**src/hdl/pin_cfg_pkg.sv**
```systemverilog
// Summary of operation
// - Enable pin low turns high-speed channels off into standby; high turns them on.
// - Source-select code 00..11 routes lanes of source A..D to the output lanes.
// - In pin mode the auxiliary switch stays enabled always.
// - Source-select code 00..11 also routes auxiliary lines to auxiliary source A..D.
// - In pin mode all high-speed input terminations stay enabled.
// - In pin mode pulse-on-source-switch stays disabled for all four sources.
// - One equalization pin sets every input channel of every source together.
// - Equalization pin 0 selects 6 dB, 1 selects 12 dB.
// - Pre-emphasis pins 00, 01, 10, 11 give 0, 2, 4, 6 dB.
// - Output-termination pin 0 disables, 1 enables output terminations.
// - Output-current pin 0 selects 10 mA, 1 selects 20 mA.
// - Pins rule only from reset until first serial access; board ties them fixed.
package pin_cfg_pkg;

  // ==========================================================
  // Register indices
  localparam int unsigned REG_COUNT = 8;
  localparam logic [2:0] IDX_HIGH_SPEED_MODES = 3'h0;
  localparam logic [2:0] IDX_AUXILIARY_MODES = 3'h1;
  localparam logic [2:0] IDX_RECEIVER_SETTINGS = 3'h2;
  localparam logic [2:0] IDX_INPUT_TERM_PULSE_ONE = 3'h3;
  localparam logic [2:0] IDX_INPUT_TERM_PULSE_TWO = 3'h4;
  localparam logic [2:0] IDX_RECEIVE_EQUALIZER_ONE = 3'h5;
  localparam logic [2:0] IDX_RECEIVE_EQUALIZER_TWO = 3'h6;
  localparam logic [2:0] IDX_TRANSMITTER_SETTINGS = 3'h7;

  // ==========================================================
  // Field positions
  localparam int unsigned POS_CHANNEL_ENABLE = 6;
  localparam int unsigned POS_AUX_ENABLE = 6;
  localparam int unsigned POS_SOURCE_LSB = 0;
  localparam int unsigned POS_INPUT_TERM = 0;
  localparam int unsigned POS_PREEMPH_LSB = 2;
  localparam int unsigned POS_OUTPUT_TERM = 1;
  localparam int unsigned POS_OUTPUT_CURRENT = 0;

  // ==========================================================
  // Fixed values in pin mode and reset values
  localparam logic [7:0] FIXED_AUX_ENABLE = 8'h40;
  localparam logic [7:0] FIXED_INPUT_TERM = 8'h01;
  localparam logic [7:0] FIXED_PULSE_OFF = 8'h00;
  localparam logic [7:0] RESET_BYTE = 8'h00;

  // ==========================================================
  // Encodings
  localparam logic [1:0] SOURCE_A = 2'h0;
  localparam logic [1:0] SOURCE_B = 2'h1;
  localparam logic [1:0] SOURCE_C = 2'h2;
  localparam logic [1:0] SOURCE_D = 2'h3;
  localparam logic EQ_6DB = 1'b0;
  localparam logic EQ_12DB = 1'b1;
  localparam logic [1:0] PREEMPH_0DB = 2'h0;
  localparam logic [1:0] PREEMPH_2DB = 2'h1;
  localparam logic [1:0] PREEMPH_4DB = 2'h2;
  localparam logic [1:0] PREEMPH_6DB = 2'h3;
  localparam logic CURRENT_10MA = 1'b0;
  localparam logic CURRENT_20MA = 1'b1;
  localparam int unsigned PIN_COUNT = 8;

  typedef logic [REG_COUNT-1:0][7:0] reg_image_t;

  typedef struct packed {
    logic channel_enable;
    logic pin_equalization_level;
    logic [1:0] pin_source_select;
    logic [1:0] pin_preemphasis_level;
    logic pin_output_termination;
    logic pin_output_current;
  } strap_t;

  typedef struct packed {
    logic hs_channels_on;
    logic standby;
    logic [1:0] hs_source_select;
    logic aux_switch_enable;
    logic [1:0] aux_source_select;
    logic input_termination_on;
    logic [15:0] term_pulse_enable;
    logic [15:0] equalizer_high;
    logic [1:0] preemphasis_level;
    logic output_termination_on;
    logic output_current_high;
  } link_settings_t;

  localparam reg_image_t RESET_IMAGE = {RESET_BYTE, RESET_BYTE, RESET_BYTE, RESET_BYTE,
                                        RESET_BYTE, FIXED_INPUT_TERM, FIXED_AUX_ENABLE,
                                        RESET_BYTE};

endpackage

```
**src/hdl/strap_sync.sv**
```systemverilog
`timescale 1ns/1ps
`default_nettype none
module strap_sync #(
  parameter int unsigned WIDTH = 8
) (
  // Clock and reset
  input wire logic mclk,
  input wire logic rst_n,
  // Levels
  input wire logic [WIDTH-1:0] async_in,
  output logic [WIDTH-1:0] sync_out
);
  logic [WIDTH-1:0] stage_q;

  // Refuse an empty strap bus at elaboration
  if (WIDTH < 1)
  begin
    $error("strap_sync needs WIDTH of at least one");
  end

  always_ff @(posedge mclk or negedge rst_n)
  begin
    if (!rst_n)
    begin
      stage_q <= '0;
      sync_out <= '0;
    end
    else
    begin
      stage_q <= async_in;
      sync_out <= stage_q;
    end
  end
endmodule
`default_nettype wire

```
**src/hdl/parallel_pin_config_decoder.sv**
```systemverilog
`timescale 1ns/1ps
`default_nettype none
module parallel_pin_config_decoder (
  // Clock and reset
  input wire logic mclk,
  input wire logic rst_n,
  // Strap pins
  input wire logic pin_channel_enable,
  input wire logic [1:0] pin_source_select,
  input wire logic pin_equalization_level,
  input wire logic [1:0] pin_preemphasis_level,
  input wire logic pin_output_termination,
  input wire logic pin_output_current,
  // Register access from the serial control logic
  input wire logic reg_access_valid,
  input wire logic reg_access_write,
  input wire logic [2:0] reg_access_addr,
  input wire logic [7:0] reg_write_data,
  output logic [7:0] reg_read_data,
  output logic reg_read_valid,
  // Settings to the switch fabric
  output logic pin_mode_active,
  output var pin_cfg_pkg::link_settings_t settings
);
  import pin_cfg_pkg::*;

  strap_t strap_raw;
  strap_t strap_sync_lvl;
  reg_image_t image_q;
  logic serial_owned_q;

  // ==========================================================
  // Pin image
  function automatic reg_image_t pin_image(input strap_t s);
    reg_image_t img;
    img = RESET_IMAGE;
    img[IDX_HIGH_SPEED_MODES][POS_CHANNEL_ENABLE] = s.channel_enable;
    img[IDX_HIGH_SPEED_MODES][POS_SOURCE_LSB +: 2] = s.pin_source_select;
    img[IDX_AUXILIARY_MODES] = FIXED_AUX_ENABLE;
    img[IDX_AUXILIARY_MODES][POS_SOURCE_LSB +: 2] = s.pin_source_select;
    img[IDX_RECEIVER_SETTINGS] = FIXED_INPUT_TERM;
    img[IDX_INPUT_TERM_PULSE_ONE] = FIXED_PULSE_OFF;
    img[IDX_INPUT_TERM_PULSE_TWO] = FIXED_PULSE_OFF;
    img[IDX_RECEIVE_EQUALIZER_ONE] = {8{s.pin_equalization_level}};
    img[IDX_RECEIVE_EQUALIZER_TWO] = {8{s.pin_equalization_level}};
    img[IDX_TRANSMITTER_SETTINGS][POS_PREEMPH_LSB +: 2] = s.pin_preemphasis_level;
    img[IDX_TRANSMITTER_SETTINGS][POS_OUTPUT_TERM] = s.pin_output_termination;
    img[IDX_TRANSMITTER_SETTINGS][POS_OUTPUT_CURRENT] = s.pin_output_current;
    return img;
  endfunction

  // ==========================================================
  // Settings decode
  function automatic link_settings_t decode(input reg_image_t img);
    link_settings_t d;
    d.hs_channels_on = img[IDX_HIGH_SPEED_MODES][POS_CHANNEL_ENABLE];
    d.standby = ~img[IDX_HIGH_SPEED_MODES][POS_CHANNEL_ENABLE];
    d.hs_source_select = img[IDX_HIGH_SPEED_MODES][POS_SOURCE_LSB +: 2];
    d.aux_switch_enable = img[IDX_AUXILIARY_MODES][POS_AUX_ENABLE];
    d.aux_source_select = img[IDX_AUXILIARY_MODES][POS_SOURCE_LSB +: 2];
    d.input_termination_on = img[IDX_RECEIVER_SETTINGS][POS_INPUT_TERM];
    d.term_pulse_enable = {img[IDX_INPUT_TERM_PULSE_TWO], img[IDX_INPUT_TERM_PULSE_ONE]};
    // Bit 1 means 12 dB, bit 0 means 6 dB
    d.equalizer_high = {img[IDX_RECEIVE_EQUALIZER_TWO], img[IDX_RECEIVE_EQUALIZER_ONE]};
    d.preemphasis_level = img[IDX_TRANSMITTER_SETTINGS][POS_PREEMPH_LSB +: 2];
    d.output_termination_on = img[IDX_TRANSMITTER_SETTINGS][POS_OUTPUT_TERM];
    d.output_current_high = img[IDX_TRANSMITTER_SETTINGS][POS_OUTPUT_CURRENT];
    return d;
  endfunction

  // Settings during reset, fixed at elaboration
  localparam link_settings_t RESET_SETTINGS = decode(RESET_IMAGE);

  // ==========================================================
  // Pin synchronisers
  assign strap_raw = '{channel_enable: pin_channel_enable,
                       pin_equalization_level: pin_equalization_level,
                       pin_source_select: pin_source_select,
                       pin_preemphasis_level: pin_preemphasis_level,
                       pin_output_termination: pin_output_termination,
                       pin_output_current: pin_output_current};

  strap_sync #(
    .WIDTH(PIN_COUNT)
  ) u_strap_sync (
    .mclk(mclk),
    .rst_n(rst_n),
    .async_in(strap_raw),
    .sync_out(strap_sync_lvl)
  );

  // ==========================================================
  // Ownership flag
  always_ff @(posedge mclk or negedge rst_n)
  begin
    if (!rst_n)
    begin
      serial_owned_q <= 1'b0;
    end
    else if (reg_access_valid)
    begin
      serial_owned_q <= 1'b1;
    end
  end

  // ==========================================================
  // Register image
  always_ff @(posedge mclk or negedge rst_n)
  begin
    if (!rst_n)
    begin
      image_q <= RESET_IMAGE;
    end
    else if (reg_access_valid && reg_access_write)
    begin
      // Serial write replaces one byte; the others keep their last values
      image_q[reg_access_addr] <= reg_write_data;
    end
    else if (!serial_owned_q && !reg_access_valid)
    begin
      image_q <= pin_image(strap_sync_lvl);
    end
  end

  // ==========================================================
  // Register read
  always_ff @(posedge mclk or negedge rst_n)
  begin
    if (!rst_n)
    begin
      reg_read_data <= RESET_BYTE;
      reg_read_valid <= 1'b0;
    end
    else
    begin
      reg_read_valid <= reg_access_valid && !reg_access_write;
      if (reg_access_valid && !reg_access_write)
      begin
        reg_read_data <= image_q[reg_access_addr];
      end
    end
  end

  // ==========================================================
  // Outputs
  always_ff @(posedge mclk or negedge rst_n)
  begin
    if (!rst_n)
    begin
      settings <= RESET_SETTINGS;
      pin_mode_active <= 1'b1;
    end
    else
    begin
      settings <= decode(image_q);
      pin_mode_active <= ~serial_owned_q;
    end
  end
endmodule
`default_nettype wire

```
**config.mk**
```make
export PLATFORM = sky130hd
export DESIGN_NAME = parallel_pin_config_decoder
export DESIGN_NICKNAME = d
export VERILOG_FILES = /design/src/hdl/pin_cfg_pkg.sv /design/src/hdl/strap_sync.sv /design/src/hdl/parallel_pin_config_decoder.sv
export SDC_FILE = /design/constraint.sdc
export NUM_CORES = 1
export LEC_CHECK = 0
export BUFFER_PORTS_ARGS = -buffer_cell sky130_fd_sc_hd__buf_2
export CORE_ASPECT_RATIO = 1.5
export CORE_UTILIZATION = 25
export DETAILED_ROUTE_END_ITERATION = 8
export PLACE_DENSITY = 0.46
export SLEW_MARGIN = 10
export SYNTH_ARGS = -nofsm -noshare
export SYNTH_HDL_FRONTEND = slang
export SYNTH_HIERARCHICAL = 1
export SYNTH_SLANG_ARGS = --single-unit
```
**constraint.sdc**
```tcl
create_clock -name mclk -period 1.64 [get_ports mclk]
set_clock_uncertainty 0.05 [all_clocks]
set_input_delay 0.328 -clock mclk [delete_from_list [all_inputs] [get_ports mclk]]
set_output_delay 0.328 -clock mclk [all_outputs]
set_load 0.005 [all_outputs]
```
### Word-level counts from Yosys, hierarchy flattened

Index checks and enable logic that the tools add are counted.

* $lt $le $gt $ge: 2
* mux-type cells: 7
* bitwise logic cells: 2
* reduce and logical (&&, ||, !) cells: 8

Operators with widths (number)
* $mux 64: 2
* $bwmux 64: 1
* $bmux 8 s3: 1
* $demux 8 s3: 1
* $mux 8: 2
* $logic_and 1x1->1: 4
* $lt 3x4->1 const B: 1
* $ge 3x1->1 const B: 1
* $logic_not 1->1: 3
* $not 1->1: 2
* $reduce_bool 2->1: 1

* register bits after elaboration: 135
* bits of input ports: 23
* output and inout bits: 54
* word-level logic and storage cells: 44

### Logic depth before layout (Yosys ltp)

* depth after elaboration: 6
* depth in mapped cells: 7
* depth with buffers taken out: 4

### Modules after synthesis

The synthesis kept the hierarchy.

By module, submodules not included
* parallel_pin_config_decoder: times used 1, cells an instance 419, area each 4880.9 um^2, sequential area each 2985.4 um^2
* strap_sync: times used 1, cells an instance 16, area each 400.4 um^2, sequential area each 400.4 um^2

### Worst setup path before layout

OpenSTA, ideal clock, no wires.

* path kind: in2reg
* start point: input port reg_access_write
* end point: register reg_read_data[0]
* setup time: 0.124 ns
* arrival time: 1.178 ns
* data required time: 1.466 ns
* path slack: 0.289 ns
* cell stages on the path: 4
* buffers on the path: 2
* cell sequence: buf_4 -> nand2b_1 -> buf_2 -> o31a_1

* cells in the longest elaborated chain, start to end: 2

RTL lines
* start, declared: line parallel_pin_config_decoder.sv:16 `input wire logic reg_access_write,`
* $logic_not 1->1: line parallel_pin_config_decoder.sv:137 `if (reg_access_valid && !reg_access_write)`
* $logic_and 1x1->1: line parallel_pin_config_decoder.sv:137
* end signal, assigned: line parallel_pin_config_decoder.sv:139 `reg_read_data <= image_q[reg_access_addr];`
* end, declared: line parallel_pin_config_decoder.sv:19 `output logic [7:0] reg_read_data,`

No other way between the ends.
A chain may end at the register's enable or synchronous reset.

### Final worst setup path

* start point: register pin_mode_active
* end point: output port pin_mode_active

RTL lines
* start, declared: line parallel_pin_config_decoder.sv:22 `output logic pin_mode_active,`
* start signal, assigned: line parallel_pin_config_decoder.sv:156 `pin_mode_active <= ~serial_owned_q;`

No word-level cell between the ends.

==> out/qor.yml <==
clk_pin_slew_worst_paths_ns: 0.06
drc: 0
ys.warnings.count: 6
tightest_slew_ns: 0.4643
p_leak_nw: 3.164
share_of_cells_above_drive_strength_1_pct: 29.60
post-synth-top-count-cell: "sky130_fd_sc_hd__dfrtp_1"
ys_ff_latch: 135
routed_wl_um: 14930
wl_per_cell_um: 18.25
area_of_the_core_mm2: 0.02058
die-width_um: 120.7
slowest_delay_ns: 0.52
power-per-cell-area_mw_per_mm2: 1349
dpl.hpwl_um: 10650
synth_compound_area_share_pct: 14.31
detailedRoute.firstPassIterationCount: 4
postSynthAreaPerCell_um2: 12.14
critPathCaptureType: "output port"
setup_repair_after_global_routing_missed_its_margin: "false"
period_share_pct: 85.51
max_cap_viol_count: 0
run_status: "completed"
std_cell_rows: 64
antennaDiodeCount: 0
slew_headroom_pct: 69.05
postSynthCellCount: 435
whs_path_depth: 3
clock_path_buffers: 2
post-place-ws_ns: 0.07126
htree_num_levels: 4
reg2regPathDepth: 4
post-route-min-period_ns: 1.402
die_area_mm2: 0.02172
dominant_combinational_cell_family_by_area_after_synthesis: "compound AO/OA/AOI/OAI gates"
critical_path_class: "flip-flop to output port"
cts-buffers-inserted: 17
timing.critical_path.from_type: "flip-flop"
synth_simple_gate_area_share_pct: 11.13
largest_net_degree_at_the_start_of_global_routing: 36
crit_chain: "buf_2"
design.final.nets: 564
synthesis.area_mm2: 0.005281
critPathRequiredTime_ns: 1.26
top_level_pins: 77
ir_drop_v: 0.0007112
initial_core_util_pct: 25.66
worstPathMaxFanout: 1
critical_path.n_buffers_inverters: 1
route.antenna.remaining_nets: 0
port_buffers: 76
netlist_top_cells_area: "sky130_fd_sc_hd__dfrtp_1 (61%), sky130_fd_sc_hd__mux2i_1 (6.1%), sky130_fd_sc_hd__nand3_1 (3.8%), sky130_fd_sc_hd__nand2_1 (3.3%), sky130_fd_sc_hd__o21ai_0 (3.0%)"
clock_latency_ns: 0.41
syn-num-nets: 458
synth.area.mux_share_pct: 6.065
grt_util_all_layers_pct: 14.51
setup_violations: 0
area_delta_synth_final_pct: 29.64
hold_violations: 0
via_per_inst: 4.682
synth_seq_area_share_pct: 64.11
synthTopCellsByCount: "sky130_fd_sc_hd__dfrtp_1 (129), sky130_fd_sc_hd__nand2_1 (46), sky130_fd_sc_hd__nand3_1 (40)"
setup_total_negative_slack_ns: 0
global_route_wire_length_before_repair_um: 23810
grt-ovfl-total: 0
fmax_mhz: 713.1
post_cts_buffers: 0
hold_path_class: "primary input to flip-flop"
synth_cell_type_count: 35
library_cell_occupying_the_most_area_in_the_post_synthesis_netlist: "sky130_fd_sc_hd__dfrtp_1"
die_h_um: 180.0
detailroute.via_count: 3830
initialDrtViolationCount: 209
crit_slowest_cell: "sky130_fd_sc_hd__dfstp_2"
grt_pass1_vias: 4095
synth-edff-count: 0
timing.critical_path.arrival_ns: 1.02
cts-resized-gates: 0
synth-adder-area-share_pct: 0
antenna_found_initial: 0
post_synth_xor_area_fraction_pct: 0
post-synth-top-area-fraction_pct: 61.12
routabilityCongestion: 0.7713
critical_path_cell_count: 1
cp_top_family: "flip-flops"
fin_ws_ns: 0.2376
cts_root_buffer: "sky130_fd_sc_hd__clkbuf_16"
timing.final.max_slew_violations: 0
ys_async_sr_fraction_pct: 100.0
cts.sink_count: 135
tritoncts: "yes"
ys_dominant_reg_cell: "sky130_fd_sc_hd__dfrtp_1"
[stage by stage]
step	instances	util [%]	power, mW	area [µm²]	hold slack [ns]
detailed placement	777	30.06	5.631	6187	0.1928
CTS	818	33.27	9.382	6847	0.2065
global placement	777	30.06	5.608	6187	0.1878
global route	818	33.27	9.686	6847	0.2191
floorplan	435	-	4.907	5281	-0.01759
finish	818	33.27	9.239	6847	0.2210
[worst paths after layout]
| kind | from | slack [ns] | to |
|---|---|---|---|
| setup / recovery | pin_mode_active$_DFF_PN1_ | 0.24 | pin_mode_active |
| hold / removal | reg_write_data[7] | 0.22 | image_q[15]$_DFFE_PN0P_ |
| setup reg to reg | serial_owned_q$_DFFE_PN0P_ | 0.32 | image_q[55]$_DFFE_PN0P_ |
| hold reg to reg | u_strap_sync/stage_q[6]$_DFF_PN0_ | 0.30 | u_strap_sync/sync_out[6]$_DFF_PN0_ |
| max in group asynchronous | rst_n | 0.64 | settings[36]$_DFF_PN1_ |
| min in group asynchronous | rst_n | 0.32 | settings[1]$_DFF_PN0_ |
[routing by layer]
layer	global-route usage (%)	part of all wire [%]	vias up
met5	0	0	-
met4	5.778	1.7	0
met3	2.532	4.1	13
met2	25.82	53	99
met1	17.07	41	1941
li1	-	-	1777
[power breakdown]
| part | internal [mW] | switching, mW | total [mW] |
|---|---|---|---|
| clock network | 2.13 | 1.56 | 3.68 |
| logic | 0.609 | 0.606 | 1.22 |
| registers | 3.96 | 0.381 | 4.34 |
| total | 6.70 | 2.54 | 9.24 |
[cell type report]
cell class,instances,area (µm²)
fillers,2031,13730
inverters,4,15.01
clock buffers,17,425.4
clock inverters,15,143.9
flip-flops and latches,135,3386
multi-input cells,259,1664
well taps,264,330.3
repair buffers,124,882.1
[sequential cells by signal, summed over array words and instances (netlist names)]
register	flops
image_q	64
settings	44
reg_read_data	8
u_strap_sync/stage_q	8
u_strap_sync/sync_out	8
pin_mode_active	1
reg_read_valid	1
serial_owned_q	1
[repair_timing]
item | CTS | global route
endpoints found under the hold margin | 34 | 0
hold buffers | 9 | 0
endpoints found under the setup margin | 0 | 0
[cells in the final DEF, fill, tap and decap left out, types with 3 or more instances in the layout]
| cell | n |
|---|---|
| sky130_fd_sc_hd__dfstp_2 | 6 |
| sky130_fd_sc_hd__o31a_1 | 8 |
| sky130_fd_sc_hd__inv_6 | 5 |
| sky130_fd_sc_hd__inv_1 | 3 |
| sky130_fd_sc_hd__dfrtp_1 | 129 |
| sky130_fd_sc_hd__o22ai_1 | 16 |
| sky130_fd_sc_hd__buf_4 | 30 |
| sky130_fd_sc_hd__o21ai_1 | 8 |
| sky130_fd_sc_hd__o31ai_1 | 15 |
| sky130_fd_sc_hd__dlygate4sd3_1 | 9 |
| sky130_fd_sc_hd__buf_2 | 75 |
| sky130_fd_sc_hd__a2bb2oi_1 | 15 |
| sky130_fd_sc_hd__nor2_1 | 7 |
| sky130_fd_sc_hd__nor2_2 | 3 |
| sky130_fd_sc_hd__nand2b_1 | 11 |
| sky130_fd_sc_hd__mux2i_1 | 32 |
| sky130_fd_sc_hd__clkinv_2 | 3 |
| sky130_fd_sc_hd__a221o_1 | 10 |
| sky130_fd_sc_hd__nand2_1 | 46 |
| sky130_fd_sc_hd__buf_12 | 9 |
| sky130_fd_sc_hd__and3_1 | 3 |
| sky130_fd_sc_hd__nand3_1 | 40 |
| sky130_fd_sc_hd__clkbuf_16 | 17 |
| sky130_fd_sc_hd__o21ai_0 | 32 |
[kinds of logic after synthesis]
kind of cell	Yosys count
flops	135
simple gates	118
compound gates	109
buf+inv	41
mux	32
Power figures use the tool's default switching activity.
